**config.mk**
```make
export PLATFORM = sky130hd
export DESIGN_NAME = bmec_bridge_dev_flat
export DESIGN_NICKNAME = d
export VERILOG_FILES = /design/src/design/bmec_pkg.sv /design/src/design/bmec_link_if.sv /design/src/design/bmec_bridge_dev.sv /design/src/flat_wrapper.sv
export SDC_FILE = /design/constraint.sdc
export NUM_CORES = 1
export LEC_CHECK = 0
export BUFFER_PORTS_ARGS = -buffer_cell sky130_fd_sc_hd__buf_2
export CAP_MARGIN = 20
export CELL_PAD_IN_SITES_DETAIL_PLACEMENT = 1
export CELL_PAD_IN_SITES_GLOBAL_PLACEMENT = 2
export CORE_UTILIZATION = 30
export DETAILED_ROUTE_END_ITERATION = 6
export PLACE_DENSITY = 0.7
export SETUP_SLACK_MARGIN = 0.5
export SLEW_MARGIN = 15
export SYNTH_ARGS = -nofsm -noshare
export SYNTH_HDL_FRONTEND = slang
export SYNTH_SLANG_ARGS = --single-unit
```
**constraint.sdc**
```tcl
create_clock -name sys_clk -period 2.1 [get_ports sys_clk]
set_input_delay 0.105 -clock sys_clk [delete_from_list [all_inputs] [get_ports sys_clk]]
set_output_delay 0.105 -clock sys_clk [all_outputs]
set_load 0.005 [all_outputs]
```
**src/design/bmec_pkg.sv**
```systemverilog
package bmec_pkg;

  // Configuration offsets of the bridge
  localparam logic [7:0]  OFS_DECODE_MODE = 8'h48;
  localparam logic [7:0]  OFS_EXT_ERR_CMD = 8'hC0;
  localparam logic [7:0]  OFS_UNPOP_LOG   = 8'hCC;

  // Reset values
  localparam logic [7:0]  DECODE_MODE_RST = 8'h06;
  localparam logic [31:0] EXT_ERR_RST     = 32'h00000010;
  localparam logic [15:0] UNPOP_LOG_RST   = 16'h0000;

  // Field positions
  localparam int DM_ALIAS_BIT    = 3;
  localparam int DM_LLOCK_DIS    = 5;
  localparam int DM_TRAFFIC_BIT  = 6;
  localparam int EE_ADDRESS_ERROR_N_BUS_ERROR_N    = 1;
  localparam logic [4:0] UNPOP_BASE_ID = 5'h10;

  // Retry and window counts
  localparam logic [3:0] RETRY_LIMIT     = 4'h8;
  localparam logic [3:0] LLOCK_RETRIES   = 4'h4;
  localparam logic [7:0] NONGAT_CYCLES   = 8'h40;

  // Times and derived cycle counts
  localparam int CLK_PERIOD_NS   = 40;
  localparam int WDOG_TIME_NS    = 4000;
  localparam int MABORT_TIME_NS  = 240;
  localparam logic [7:0] WDOG_CYCLES   = 8'(WDOG_TIME_NS / CLK_PERIOD_NS);
  localparam logic [7:0] MABORT_CYCLES =
    8'((MABORT_TIME_NS + CLK_PERIOD_NS - 1) / CLK_PERIOD_NS);

  // Link operations
  typedef enum logic [1:0] {
    OP_CFG_RD  = 2'h0,
    OP_CFG_WR  = 2'h1,
    OP_SCAN_RD = 2'h2
  } bmec_op_t;

  // Controller register offsets
  localparam logic [7:0] HR_CMD    = 8'h00;
  localparam logic [7:0] HR_WDATA  = 8'h04;
  localparam logic [7:0] HR_RDATA  = 8'h08;
  localparam logic [7:0] HR_PINS   = 8'h0C;
  localparam logic [7:0] HR_STATUS = 8'h10;
  localparam logic [7:0] HR_MASK   = 8'h14;
  localparam logic [7:0] HR_LINK   = 8'h18;

  // Controller status bits
  localparam int ST_DONE    = 0;
  localparam int ST_BUS_ERROR_N    = 1;
  localparam int ST_REFUSED = 2;
  localparam int ST_BITS    = 3;

endpackage

```
**src/design/bmec_link_if.sv**
```systemverilog
`timescale 1ns/1ps
interface bmec_link_if;
  logic        req;
  logic [1:0]  op;
  logic [7:0]  addr;
  logic [31:0] wdata;
  logic        ack;
  logic [31:0] rdata;
  logic        fwd;
  logic        south_gat;
  logic        sb_req;
  logic        memory_ack_sideband_n;
  logic        priority_bus_request_n;
  logic        address_error_n;
  logic        bus_error_n_out;
  logic        bus_error_n_oe_n;
  logic        bus_error_n;
  logic        lock_n;

  // Open-drain wire with pull-up
  assign bus_error_n = bus_error_n_oe_n ? 1'b1 : bus_error_n_out;

  modport dev (
    input  req, op, addr, wdata, south_gat, sb_req, memory_ack_sideband_n,
           address_error_n, lock_n,
    output ack, rdata, fwd, priority_bus_request_n, bus_error_n_out, bus_error_n_oe_n
  );
  modport host (
    output req, op, addr, wdata, south_gat, sb_req, memory_ack_sideband_n,
           address_error_n, lock_n,
    input  ack, rdata, fwd, priority_bus_request_n, bus_error_n
  );
endinterface

```
**src/design/bmec_bridge_dev.sv**
```systemverilog
// Decided for this implementation: the Wishbone slave port.
`timescale 1ns/1ps
// Functional notes
// - Bit 3 selects aliased guaranteed access mode
// - Aliased: posting on, priority request drops after ack
// - Plain guaranteed access: posting on, request held
// - No sideband requests while south bridge non-guaranteed
// - Bit 5 disables livelock prevention
// - Eight retries force 64-clock non-guaranteed window
// - Bit 6 disables retry window, default zero
// - Firmware chooses bit 6 by traffic pattern
// - Sixteen-bit unpopulated log at CCh, resets zero
// - Log bit n marks device ID n+16 unpopulated
// - Firmware scans IDs 16-31, logs all-ones answers
// - Logged missing device: claim, forward, master abort
// - Empty log: missing device handled by watchdog
// - No locks to shadowed firmware when aliased
// - Error command bit 1 converts address to bus error
module bmec_bridge_dev
  import bmec_pkg::*;
(
  input  wire logic    sys_clk,
  input  wire logic    nrst,
  bmec_link_if.dev     link,
  input  wire logic    inb_retry,
  input  wire logic    inb_done,
  output logic         treat_gat,
  output logic         posting_en,
  output logic         outbound_prio,
  output logic         nongat_window,
  output logic         livelock_guard
);

  typedef enum logic [2:0] {
    S_IDLE = 3'b001,
    S_WAIT = 3'b010,
    S_DONE = 3'b100
  } bmec_state_t;

  function automatic logic unpop_hit(input logic [15:0] log_v,
                                     input logic [4:0]  dev);
    logic [4:0] idx;
    idx = dev - UNPOP_BASE_ID;
    unpop_hit = (dev >= UNPOP_BASE_ID) && log_v[idx[3:0]];
  endfunction

  bmec_state_t state_q;
  bmec_state_t state_d;
  logic [7:0]  dm_q;
  logic [31:0] ee_q;
  logic [15:0] log_q;
  logic [31:0] rdata_q;
  logic        fwd_q;
  logic [7:0]  wait_q;
  logic [3:0]  retry_q;
  logic [7:0]  win_q;
  logic        guard_q;
  logic        priority_bus_request_n_q;
  logic        served_q;
  logic        address_error_n_prev_q;
  logic        bus_error_n_q;

  // Decode
  wire         take      = (state_q == S_IDLE) && link.req;
  wire         is_wr     = take && (link.op == OP_CFG_WR);
  wire         is_rd     = take && (link.op == OP_CFG_RD);
  wire         is_scan   = take && (link.op == OP_SCAN_RD);
  wire         hit_dm    = (link.addr == OFS_DECODE_MODE);
  wire         hit_ee    = (link.addr == OFS_EXT_ERR_CMD);
  wire         hit_log   = (link.addr == OFS_UNPOP_LOG);
  wire         claim     = unpop_hit(log_q, link.addr[4:0]);
  wire         alias_on  = dm_q[DM_ALIAS_BIT];
  wire         llock_on  = !dm_q[DM_LLOCK_DIS];
  wire         traffic_on = !dm_q[DM_TRAFFIC_BIT];
  wire         win_act   = (win_q != 8'h00);
  wire         retry_hit = inb_retry && (retry_q == RETRY_LIMIT - 4'h1);
  wire         sb_ok     = link.sb_req && link.south_gat;
  wire         address_error_n_edge = address_error_n_prev_q && !link.address_error_n;
  wire [31:0]  rd_word;

  assign rd_word = hit_dm  ? {24'h000000, dm_q} :
                   hit_ee  ? ee_q :
                   hit_log ? {16'h0000, log_q} : 32'h00000000;

  // Served flag: memory ack seen for this request while aliased
  wire         served_d = sb_ok && alias_on &&
                          (served_q || (priority_bus_request_n_q && !link.memory_ack_sideband_n));
  wire         priority_bus_request_n_d   = sb_ok && !served_d;

  always_comb begin
    state_d = state_q;
    case (state_q)
      S_IDLE: begin
        if (is_scan) begin
          state_d = S_WAIT;
        end else if (take) begin
          state_d = S_DONE;
        end
      end
      S_WAIT: begin
        if (wait_q == 8'h01) begin
          state_d = S_DONE;
        end
      end
      S_DONE: begin
        state_d = S_IDLE;
      end
      default: begin
        state_d = S_IDLE;
      end
    endcase
  end

  always_ff @(posedge sys_clk or negedge nrst) begin
    if (!nrst) begin
      state_q <= S_IDLE;
    end else begin
      state_q <= state_d;
    end
  end

  // Configuration registers
  always_ff @(posedge sys_clk or negedge nrst) begin
    if (!nrst) begin
      dm_q  <= DECODE_MODE_RST;
      ee_q  <= EXT_ERR_RST;
      log_q <= UNPOP_LOG_RST;
    end else if (is_wr) begin
      if (hit_dm) begin
        dm_q <= link.wdata[7:0];
      end else if (hit_ee) begin
        ee_q <= link.wdata;
      end else if (hit_log) begin
        log_q <= link.wdata[15:0];
      end
    end
  end

  // Answer data and claim timing
  always_ff @(posedge sys_clk or negedge nrst) begin
    if (!nrst) begin
      rdata_q <= 32'h00000000;
      fwd_q   <= 1'b0;
      wait_q  <= 8'h00;
    end else if (is_scan) begin
      rdata_q <= 32'hFFFFFFFF;
      fwd_q   <= claim;
      wait_q  <= claim ? MABORT_CYCLES : WDOG_CYCLES;
    end else if (is_rd) begin
      rdata_q <= rd_word;
      fwd_q   <= 1'b0;
    end else if (state_q == S_WAIT) begin
      wait_q  <= wait_q - 8'h01;
    end
  end

  // Retry count, traffic window, livelock guard
  always_ff @(posedge sys_clk or negedge nrst) begin
    if (!nrst) begin
      retry_q <= 4'h0;
      win_q   <= 8'h00;
      guard_q <= 1'b0;
    end else begin
      if (inb_done || retry_hit) begin
        retry_q <= 4'h0;
      end else if (inb_retry) begin
        retry_q <= retry_q + 4'h1;
      end
      if (retry_hit && traffic_on && !win_act) begin
        win_q <= NONGAT_CYCLES;
      end else if (win_act) begin
        win_q <= win_q - 8'h01;
      end
      if (inb_done || !llock_on) begin
        guard_q <= 1'b0;
      end else if (inb_retry && (retry_q == LLOCK_RETRIES - 4'h1)) begin
        guard_q <= 1'b1;
      end
    end
  end

  // Priority bus request handling
  always_ff @(posedge sys_clk or negedge nrst) begin
    if (!nrst) begin
      priority_bus_request_n_q   <= 1'b0;
      served_q <= 1'b0;
    end else begin
      priority_bus_request_n_q   <= priority_bus_request_n_d;
      served_q <= served_d;
    end
  end

  // Address error to bus error conversion
  always_ff @(posedge sys_clk or negedge nrst) begin
    if (!nrst) begin
      address_error_n_prev_q <= 1'b1;
      bus_error_n_q      <= 1'b0;
    end else begin
      address_error_n_prev_q <= link.address_error_n;
      bus_error_n_q      <= address_error_n_edge && ee_q[EE_ADDRESS_ERROR_N_BUS_ERROR_N];
    end
  end

  assign link.ack    = (state_q == S_DONE);
  assign link.rdata  = rdata_q;
  assign link.fwd    = fwd_q;
  assign link.priority_bus_request_n = !priority_bus_request_n_q;
  assign link.bus_error_n_out  = 1'b0;
  assign link.bus_error_n_oe_n = !bus_error_n_q;

  // Mode outputs
  assign treat_gat      = link.south_gat && !alias_on && !win_act;
  assign posting_en     = 1'b1;
  assign outbound_prio  = !win_act && !guard_q;
  assign nongat_window  = win_act;
  assign livelock_guard = guard_q;

endmodule

```
**src/flat_wrapper.sv**
```systemverilog
// flat-port wrapper written by rule: the top's interface ports become plain ports
module bmec_bridge_dev_flat import bmec_pkg::*;
  (sys_clk, nrst, inb_retry, inb_done, treat_gat, posting_en, outbound_prio, nongat_window, livelock_guard, link_req, link_op, link_addr, link_wdata, link_south_gat, link_sb_req, link_memory_ack_sideband_n, link_address_error_n, link_lock_n, link_ack, link_rdata, link_fwd, link_priority_bus_request_n, link_bus_error_n_out, link_bus_error_n_oe_n);
  bmec_link_if link_i ();
  input  wire logic sys_clk;
  input  wire logic nrst;
  input  wire logic inb_retry;
  input  wire logic inb_done;
  output logic treat_gat;
  output logic posting_en;
  output logic outbound_prio;
  output logic nongat_window;
  output logic livelock_guard;
  input wire logic [$bits(link_i.req)-1:0] link_req;
  input wire logic [$bits(link_i.op)-1:0] link_op;
  input wire logic [$bits(link_i.addr)-1:0] link_addr;
  input wire logic [$bits(link_i.wdata)-1:0] link_wdata;
  input wire logic [$bits(link_i.south_gat)-1:0] link_south_gat;
  input wire logic [$bits(link_i.sb_req)-1:0] link_sb_req;
  input wire logic [$bits(link_i.memory_ack_sideband_n)-1:0] link_memory_ack_sideband_n;
  input wire logic [$bits(link_i.address_error_n)-1:0] link_address_error_n;
  input wire logic [$bits(link_i.lock_n)-1:0] link_lock_n;
  output wire logic [$bits(link_i.ack)-1:0] link_ack;
  output wire logic [$bits(link_i.rdata)-1:0] link_rdata;
  output wire logic [$bits(link_i.fwd)-1:0] link_fwd;
  output wire logic [$bits(link_i.priority_bus_request_n)-1:0] link_priority_bus_request_n;
  output wire logic [$bits(link_i.bus_error_n_out)-1:0] link_bus_error_n_out;
  output wire logic [$bits(link_i.bus_error_n_oe_n)-1:0] link_bus_error_n_oe_n;
  assign link_i.req = link_req;
  assign link_i.op = link_op;
  assign link_i.addr = link_addr;
  assign link_i.wdata = link_wdata;
  assign link_i.south_gat = link_south_gat;
  assign link_i.sb_req = link_sb_req;
  assign link_i.memory_ack_sideband_n = link_memory_ack_sideband_n;
  assign link_i.address_error_n = link_address_error_n;
  assign link_i.lock_n = link_lock_n;
  assign link_ack = link_i.ack;
  assign link_rdata = link_i.rdata;
  assign link_fwd = link_i.fwd;
  assign link_priority_bus_request_n = link_i.priority_bus_request_n;
  assign link_bus_error_n_out = link_i.bus_error_n_out;
  assign link_bus_error_n_oe_n = link_i.bus_error_n_oe_n;
  bmec_bridge_dev u_core (.sys_clk(sys_clk), .nrst(nrst), .link(link_i), .inb_retry(inb_retry), .inb_done(inb_done), .treat_gat(treat_gat), .posting_en(posting_en), .outbound_prio(outbound_prio), .nongat_window(nongat_window), .livelock_guard(livelock_guard));
endmodule
```
# Word level (Yosys, flattened, before mapping)
# Cells that the tools add are included.
totals:
  ff_bits: 117
  latchBits: 0
  mem_bits_rw: 0
  rom_bits: 0
  input_bits: 52
  out_inout_bits: 42
  wordCells: 102
  memories: 0
op_classes:
  add_sub_neg: 4
  n_mul: 0
  div_mod_pow: 0
  magnitude_cmp: 2
  n_eq_ne: 14
  shifts: 0
  n_mux: 23
  bitwise_logic: 2
  reduce_logical: 43
op_table:
  columns: ["cell", "n"]
  rows:
  - ["two-way mux 32 bit", 4]
  - ["two-way mux 8 bit", 5]
  - ["logical AND 1 bit", 19]
  - ["equality test 8 bit (second input constant)", 2]
  - ["two-way mux 16 bit", 1]
  - ["subtractor 8 x 1 -> 8 bit (second input constant)", 2]
  - ["nonzero test 2 bit", 5]
  - ["logical NOT 1 bit", 9]
  - ["two-way mux 3 bit", 3]
  - ["equality test 8 x 1 -> 1 bit (second input constant)", 1]
  - ["equality test 8 x 7 -> 1 bit (second input constant)", 1]
  - ["two-way mux 4 bit", 2]
  - ["nonzero test 8 bit", 1]
  - ["two-way mux 7 bit", 1]
  - ["one-hot mux 3 bit (2 select lines)", 1]
  - ["AND reduction 2 bit", 3]
  - [">= comparator 5 bit (second input constant)", 1]
  - ["< comparator 4 x 5 -> 1 bit (second input constant)", 1]
  - ["two-way mux 1 bit", 5]
  - ["adder 4 x 1 -> 4 bit (second input constant)", 1]
  - ["binary-select mux 1 bit (select 4 bit)", 1]
  - ["equality test 4 x 2 -> 1 bit (second input constant)", 1]
  - ["equality test 4 x 3 -> 1 bit (second input constant)", 1]
  - ["AND reduction 4 bit", 1]
  - ["13 further kinds", 16]

# Depth between registers and ports, before layout
# Gate-level depths: netlist of run 1.
logic_depth:
  ltp_word: 6
  depth_mapped: 7

# Worst setup path after synthesis of run 1
# OpenSTA, ideal clock, no wires.
synth_timing:
  kind: "flip-flop to flip-flop"
  from: "register u_core.win_q[0]"
  to: "register u_core.win_q[1]"
  setup_ns: 0.083
  t_arrival_ns: 1.868
  slack_ns: 0.149
  stages_incl_launch_ff: 8
  n_path_buf: 0
  period_less_slack_ns: 1.951
  path_cell_list: "dfrtp_1 > inv_1 > ha_1 > or4b_4 > nor4_4 > inv_2 > or3_1 > o21ai_0"
synth_between:
  elab_chain_cells: 4
  elab_cells_between_ends: 7
synth_rtl:
  columns: ["element", "line", "rtl"]
  rows:
  - ["start, declared", "bmec_bridge_dev.sv:56", "logic [7:0] win_q;"]
  - ["start signal, assigned", "bmec_bridge_dev.sv:172", "win_q <= win_q - 8'h01;"]
  - ["nonzero test 8 bit (*)", "bmec_bridge_dev.sv:75", "wire win_act = (win_q != 8'h00);"]
  - ["named net nongat_window", "flat_wrapper.sv:12", "output logic nongat_window;"]
  - ["logical NOT 1 bit", "bmec_bridge_dev.sv:169", "if (retry_hit && traffic_on && !win_act) begin"]
  - ["logical AND 1 bit", "bmec_bridge_dev.sv:169", null]
  - ["two-way mux 8 bit or nonzero test 2 bit (tied branches)", null, null]
# Mark *: on every way through the listed nets, which the timed path passes. The rest lies on a longest branch. The select of a mux whose other input is x is not followed.
# A chain may end at the register's enable or synchronous reset.

# Worst setup path in the final report of run 1
layout_timing:
  from: "register u_core.win_q[1]"
  to: "register u_core.win_q[0]"
layout_between:
  elab_chain_cells: 4
  elab_cells_between_ends: 5
layout_rtl:
  columns: ["element", "line"]
  rows:
  - ["nonzero test 8 bit (*)", "bmec_bridge_dev.sv:75"]
  - ["logical NOT 1 bit", "bmec_bridge_dev.sv:169"]
  - ["logical AND 1 bit", "bmec_bridge_dev.sv:169"]
  - ["two-way mux 8 bit or nonzero test 2 bit (tied branches)", null]
# Mark *: on every way between the ends. The rest lies on a longest branch, timed or not.

==> flow_summary.ini, run 1 <==
[status]
outcome = complete, but fails checks
violations = negative setup slack

[synth]
synthTopCellsByArea = dfrtp_1 (53%), mux2_2 (13%), nor2_1 (4.1%), dfstp_2 (2.5%), a31oi_1 (2.0%)
syn_nets = 505
avgSynthCellArea_um2 = 11.7
synth_simple_gate_area_share_pct = 12.8
synthAdderAreaFrac_pct = 0.951
synth_top_family_by_area = multiplexers
yosys.area_share.xor_xnor_pct = 1.83
ys_types = 54
syn_area_um2 = 5260
netlist_top_cells_count = dfrtp_1 (112), mux2_2 (62), nor2_1 (57)
syn_inst = 449
yosys_warnings = 0
synth_top_area_cell = dfrtp_1
synth_top_area_share_pct = 53.3
ys_dominant_reg_cell = dfrtp_1
synth-edff-count = 0
synthMuxAreaShare_pct = 13.8
ys_async_sr_fraction_pct = 100
synth-seq-cells = 117
ys_seq_area_share_pct = 55.8
synth_most_common_cell = dfrtp_1
synth_compound_gate_area_share_pct = 11.6

[floorplan]
pin_count = 94
design.core.area_um2 = 17200
std_cell_rows = 48
start_util_pct = 30.5
die_w_um = 134
die_h_um = 134
die-area_um2 = 18100

[placed_design]
numPortBuffers = 90
hpwl_mm = 9.91
place_congestion = 0.788
dp_slack_ns = 0.0589

[power]
finalPower_w = 0.00773
power_density_nw_per_um2 = 921
ir_drop_uv = 603
static-leakage-power_nw = 3.87

[detailed_routing]
first_iter_violations = 186
routed_wl_mm = 17.9
vias = 4409
drtPass1Iterations = 4
vias_per_cell = 5.10
detail_route.wl_per_cell_um = 20.7
detail-route-antenna-nets = 0
drc = 0

[sta]
finalWorstSetupSlack_ns = -0.119
hold_viol = 0
hold-worst-slack_ns = 0.0349
setup_viol = 4
rsz0062_at_grt = yes
worst_pin_slew_ns = 0.712
finalClockSkew_ns = 0.00958
clock.fmax_ghz = 0.451
period_needed_ns = 2.22
finalSetupTns_ns = -0.337
drv_slew = 0
fin_crit_sh_pct = 106
slew_headroom_pct = 52.1

[grt]
grt_pass1_wl_mm = 28.0
grt_use_total_pct = 20.6
grt_max_degree = 70
grt_overflow = 0
grt_pass1_vias = 4861
antenna_found_initial = 1

[worst_setup_path]
crit_path_end = u_core.win_q[0]$_DFFE_PN0P_
crit_path_max_incr_delay_ns = 0.48
r2r-end = u_core.win_q[0]$_DFFE_PN0P_
end_kind = flop
critPathKind = flop to flop
arrival_ns = 2.55
start_kind = flop
critPathLaunch = u_core.win_q[1]$_DFFE_PN0P_
cp_cell_sequence = inv_2 -> ha_4 -> or4b_4 -> nor4_4 -> inv_2 -> buf_4 -> buf_4 -> or3_1 -> o21ai_1
required_ns = 2.43
worst_path_max_delay_cell = or4b_4
r2r_start = u_core.win_q[1]$_DFFE_PN0P_
path_max_fanout = 4
r2r.worst_path.cells = 9
rrSetupSlack_ns = -0.12

[finish]
syn_to_final_growth_pct = 59.6
nets = 682
fill_cells = 1774
layout-drive-gt1-share_pct = 52.2

[clock_tree]
root_buffer = clkbuf_16
clockBufferDepth = 2
clk_pin_slew_worst_paths_ns = 0.05
cts_buffers = 17
htreeDepth = 4
clk_latency_ns = 0.41
cts_sinks = 117
cts_tree = built

[job]
max_cap_violations = 0

[worst_hold_path]
min_path_type = input pin to flop
[worst min path at each step]
stage | slack [ns] | end | from | cells past startpoint
after floorplan | -0.19 | u_core.bus_error_n_q$_DFF_PN0_ | nrst | 0
after global placement | 0.03 | u_core.link.rdata[22]$_DFFE_PN0P_ | nrst | 1
after global routing | 0.04 | u_core.retry_q[0]$_DFFE_PN0P_ | inb_retry | 3
after CTS | 0.02 | u_core.retry_q[0]$_DFFE_PN0P_ | inb_retry | 3
final | 0.03 | u_core.retry_q[0]$_DFFE_PN0P_ | inb_retry | 3
after detailed placement | 0.04 | u_core.link.rdata[23]$_DFFE_PN0P_ | nrst | 1
[sequential cells by signal, summed over array words and instances (netlist names)]
name,count
u_core.wait_q,8
u_core.link.rdata,32
u_core.bus_error_n_q,1
u_core.priority_bus_request_n_q,1
u_core.win_q,8
u_core.state_q,3
u_core.log_q,16
u_core.dm_q,8
u_core.served_q,1
u_core.link.fwd,1
u_core.livelock_guard,1
u_core.ee_q,32
u_core.address_error_n_prev_q,1
u_core.retry_q,4
[routing by layer]
metal / vias up / share of wire, % / track usage [%]
met3: 13 / 3.2 / 5.03
met5: - / 0 / 0
li1: 1996 / - / -
met2: 83 / 51 / 34.8
met4: 0 / 1.2 / 5.49
met1: 2317 / 44 / 26.4
[repair_timing]
item / CTS / global route
endpoints found under the setup margin: 88 / 111
setup buffers: 22 / 6
hold buffers: 37 / 0
hold endpoints to repair: 84 / 0
gates cloned: 9 / 2
pin swaps: 39 / 25
resized for setup: 165 / 24
[logic make-up after synthesis]
| family | after synthesis |
|---|---|
| buffers and inverters | 37 |
| adders and majority gates | 4 |
| DFF | 117 |
| AOI/OAI and AO/OA | 89 |
| xor gates and xnor gates | 11 |
| and+or+nand+nor | 124 |
| other | 2 |
| muxes | 65 |
[power breakdown]
group	total, W	internal, W	switching [W]
clock	0.00282	0.00182	0.000995
combinational	0.00189	0.00102	0.000865
sequential	0.00303	0.00266	0.000365
[area by class of cell]
class	instances	area, um2	area share (%)
Inverter	8	30.0	0.358
Clock inverter	9	103	1.22
Timing Repair Buffer	186	1620	19.3
Antenna cell	1	2.50	0.0298
Tap cell	225	282	3.35
Clock buffer	22	474	5.65
Sequential cell	117	2940	35.0
Multi-Input combinational cell	296	2940	35.1
[cells in the final DEF, fill, tap and decap left out, drive strengths merged, types with 3 or more instances in the layout]
cell and count:
nand3 5, clkbuf 24, a31oi 17, dlygate4sd3 37, nor2 57, inv 8, nor4 6, xor2 8
nor3b 4, mux2i 3, a22oi 8, ha 4, nor3 7, a221oi 8, dfstp 5, mux2 62
buf 147, o22a 8, xnor2 3, a21oi 21, nand2 12, nor4bb 3, clkinvlp 3, a22o 8
o21ai 9, nand4b 3, nand2b 4, nor2b 5, or3 5, clkinv 4, dfrtp 112
[worst max-delay path: cells and delay by family, from the launching register on]
kind / cells / cell delay, ns
flops: 1 / 0.39
buf+inv: 4 / 0.50
fa+ha+maj: 1 / 0.13
compound gates: 1 / 0.11
simple gates: 3 / 1.01
[stage by stage]
stage / instance area (um2) / utilization [%] / instances
after floorplan: 5390 / - / 449
after global placement: 6190 / 35.9 / 756
after detailed placement: 6190 / 35.9 / 756
after CTS: 8200 / 47.6 / 855
after global routing: 8390 / 48.7 / 863
final: 8390 / 48.7 / 864
No activity file was read; power rests on OpenSTA's default activity.
==> inputs of run 2 (changes only) <==
Settings changed: ABC_AREA from default to 1, PLACE_DENSITY 0.7 to 0.76.
==> run 2 against run 1 <==
  * The flow now finishes without violations
  * Largest cell class is now registers
  * Synthesized cell count rose by 43%
  * Clock power rose by 12%
  * Sequential power fell by 1%
  * Via count rose by 19%
  * Count of clock-buffer cells in the layout rose by 2
  * Cell count rose by 25%
  * Core utilization rose by 0.74 points
  * Worst setup slack improved by 0.46 ns
==> flow_summary.ini, run 2 <==
[synth]
syn_inst = 644
synth_most_common_cell = nand2_1
synth-edff-count = 0
ys_seq_area_share_pct = 53.7
synth_top_area_share_pct = 51.3
syn_nets = 700
syn_area_um2 = 5470
ys_async_sr_fraction_pct = 100
synthTopCellsByArea = dfrtp_1 (51%), nand2_1 (11%), inv_1 (6.7%), o21ai_0 (5.1%), nor2_1 (3.3%)
ys_types = 36
synth-seq-cells = 117
synth_top_area_cell = dfrtp_1
yosys_warnings = 0
ys_dominant_reg_cell = dfrtp_1
avgSynthCellArea_um2 = 8.49
netlist_top_cells_count = nand2_1 (163), dfrtp_1 (112), inv_1 (97)

[worst_setup_path]
critPathKind = flop to flop
required_ns = 2.40
path_max_fanout = 8
start_kind = flop
r2r_start = u_core.state_q[0]$_DFFE_PN1P_
r2r.worst_path.cells = 10
r2r-end = u_core.link.rdata[28]$_DFFE_PN0P_
rrSetupSlack_ns = 0.34
end_kind = flop
crit_path_end = u_core.link.rdata[28]$_DFFE_PN0P_
critPathLaunch = u_core.state_q[0]$_DFFE_PN1P_
arrival_ns = 2.06

[grt]
grt_use_total_pct = 20.3
antenna_found_initial = 0
grt_pass1_vias = 5445
use_met3_pct = 4.78
grtUsageMet1_pct = 24.9
grt_pass1_wl_mm = 28.4
grt_max_degree = 50
grt_overflow = 0
grt_busiest_layer = met2
grt.met2_usage_pct = 34.4

[clock_tree]
clockBufferDepth = 2
root_buffer = clkbuf_16
clk_latency_ns = 0.42
cts_sinks = 117
cts_tree = built
cts_buffers = 17
htreeDepth = 4
clk_pin_slew_worst_paths_ns = 0.06

[sta]
slew_headroom_pct = 45.7
hold_viol = 0
fin_crit_sh_pct = 83.9
finalSetupTns_ns = 0
setup_viol = 0
clock.fmax_ghz = 0.568
finalClockSkew_ns = 0.0102
drv_slew = 0
period_needed_ns = 1.76
rsz0062_at_grt = yes
worst_pin_slew_ns = 0.814

[finish]
layout-drive-gt1-share_pct = 44.9
syn_to_final_growth_pct = 61.9
fill_cells = 2038
layout.area.seq_um2 = 2930
multi_input_area_um2 = 2820
num_antenna_cells = 0
final_common_cell = dfrtp_1
nets = 892
layout_common_cells = dfrtp_1 (112), nand2_1 (96), inv_1 (90)

[detailed_routing]
detail_route.wl_per_cell_um = 18.3
vias_per_cell = 4.88
vias = 5266
first_iter_violations = 231
detail-route-antenna-nets = 0
drc = 0
drtPass1Iterations = 4
routed_wl_mm = 19.8

[floorplan]
pin_count = 94
std_cell_rows = 49
die_w_um = 137
die-area_um2 = 18800
start_util_pct = 30.5
die_h_um = 137
design.core.area_um2 = 17900

[power]
p_comb_share_pct = 25.0
clockPowerShare_pct = 38.5
finalPower_w = 0.00818
swShare_pct = 29.2
internal_power_w = 0.00579
p_sw_w = 0.00239
static-leakage-power_nw = 4.09
p_seq_share_pct = 36.5
power_density_nw_per_um2 = 924
ir_drop_uv = 589

[placed_design]
hpwl_mm = 10.3
numPortBuffers = 90
place_congestion = 0.827

[worst_hold_path]
min_path_type = input pin to flop

[status]
outcome = completed

[job]
max_cap_violations = 0
==> run 2: cell types whose count changed in the layout (fill, tap and decap cells not counted), sizes merged, moves of 13 or more <==
cell,previous run,this run
buf,147,160
nand3,5,36
nand2,12,171
mux2,62,0
a31oi,17,0
o21ai,9,80
inv,8,101
==> run 2: worst min path at each step <==
stage | cells past startpoint | slack [ns] | start | to
global placement | 1 | 0.07 | nrst | u_core.link.rdata[18]$_DFFE_PN0P_
floorplan | 0 | -0.19 | nrst | u_core.bus_error_n_q$_DFF_PN0_
CTS | 3 | 0.01 | link_wdata[6] | u_core.dm_q[6]$_DFFE_PN0P_
finish | 3 | 0.02 | link_wdata[5] | u_core.ee_q[5]$_DFFE_PN0P_
global route | 3 | 0.04 | link_wdata[4] | u_core.ee_q[4]$_DFFE_PN1P_
detailed placement | 1 | 0.07 | nrst | u_core.link.rdata[18]$_DFFE_PN0P_
==> run 2: cells by family (layout without fill, tap and decap cells) <==
family / after synthesis / count (layout) / share of synthesized area [%]
muxes: 1 / 1 / 0.183
DFF: 117 / 117 / 53.7
buffers and inverters: 126 / 328 / 10.2
and+or+nand+nor: 271 / 274 / 21.0
AOI/OAI and AO/OA: 115 / 115 / 12.6
adders and majority gates: 4 / 4 / 0.915
other: 2 / 2 / 0.137
xor gates and xnor gates: 8 / 8 / 1.28
==> run 2: power by group through the flow <==
stage	Combinational (W)	Sequential (W)	Clock, W
global placement	0.00130	0.00294	0
finish	0.00205	0.00299	0.00315
floorplan	0.000696	0.00294	0
detailed placement	0.00135	0.00296	0
global route	0.00226	0.00304	0.00327
CTS	0.00174	0.00294	0.00318
==> run 2: stage by stage <==
step | instance area, um2 | cells | worst slack, ns | hold WS, ns | util (%)
4_1_cts | 8110 | 1064 | 0.349 | 0.0139 | 45.3
6_report | 8850 | 1078 | 0.339 | 0.0248 | 49.4
2_1_floorplan | 5470 | 644 | 0.579 | -0.191 | -
5_1_grt | 8850 | 1078 | 0.239 | 0.0364 | 49.4
3_3_place_gp | 6180 | 954 | 0.301 | 0.0695 | 34.5
3_5_place_dp | 6180 | 954 | 0.252 | 0.0710 | 34.5
==> run 2: worst max-delay path, stage by stage, from the launching register on <==
cell and delay (ns):
dfstp_2 0.55, nand3_4 0.08, buf_6 0.13, nor2_4 0.12, nand2_4 0.07, nor2_4 0.15, buf_6 0.16, buf_12 0.15
o21ai_2 0.05, o21ai_1 0.10, inv_1 0.08
==> run 2: area by class of cell <==
| cell class | instances | share of cell area (%) |
|---|---|---|
| Clock buffer | 24 | 5.44 |
| Timing Repair Buffer | 193 | 20.0 |
| Multi-Input combinational cell | 404 | 31.8 |
| Clock inverter | 8 | 1.68 |
| Tap cell | 229 | 3.24 |
| Inverter | 103 | 4.68 |
| Sequential cell | 117 | 33.2 |
==> run 2: what timing repair did <==
| action | CTS | global route |
|---|---|---|
| endpoints found under the setup margin | 93 | 102 |
| endpoints found under the hold margin | 69 | 0 |
| hold buffers | 32 | 0 |
| pin swaps | 16 | 32 |
| buffers inserted | 35 | 11 |
| gates resized for setup | 120 | 181 |
| cloned | 11 | 3 |
==> run 2: metal layers <==
metal	wire, um	share of wire, %
met3	804	4.1
met4	451	2.3
met1	8090	41
met5	0	0
met2	10400	53
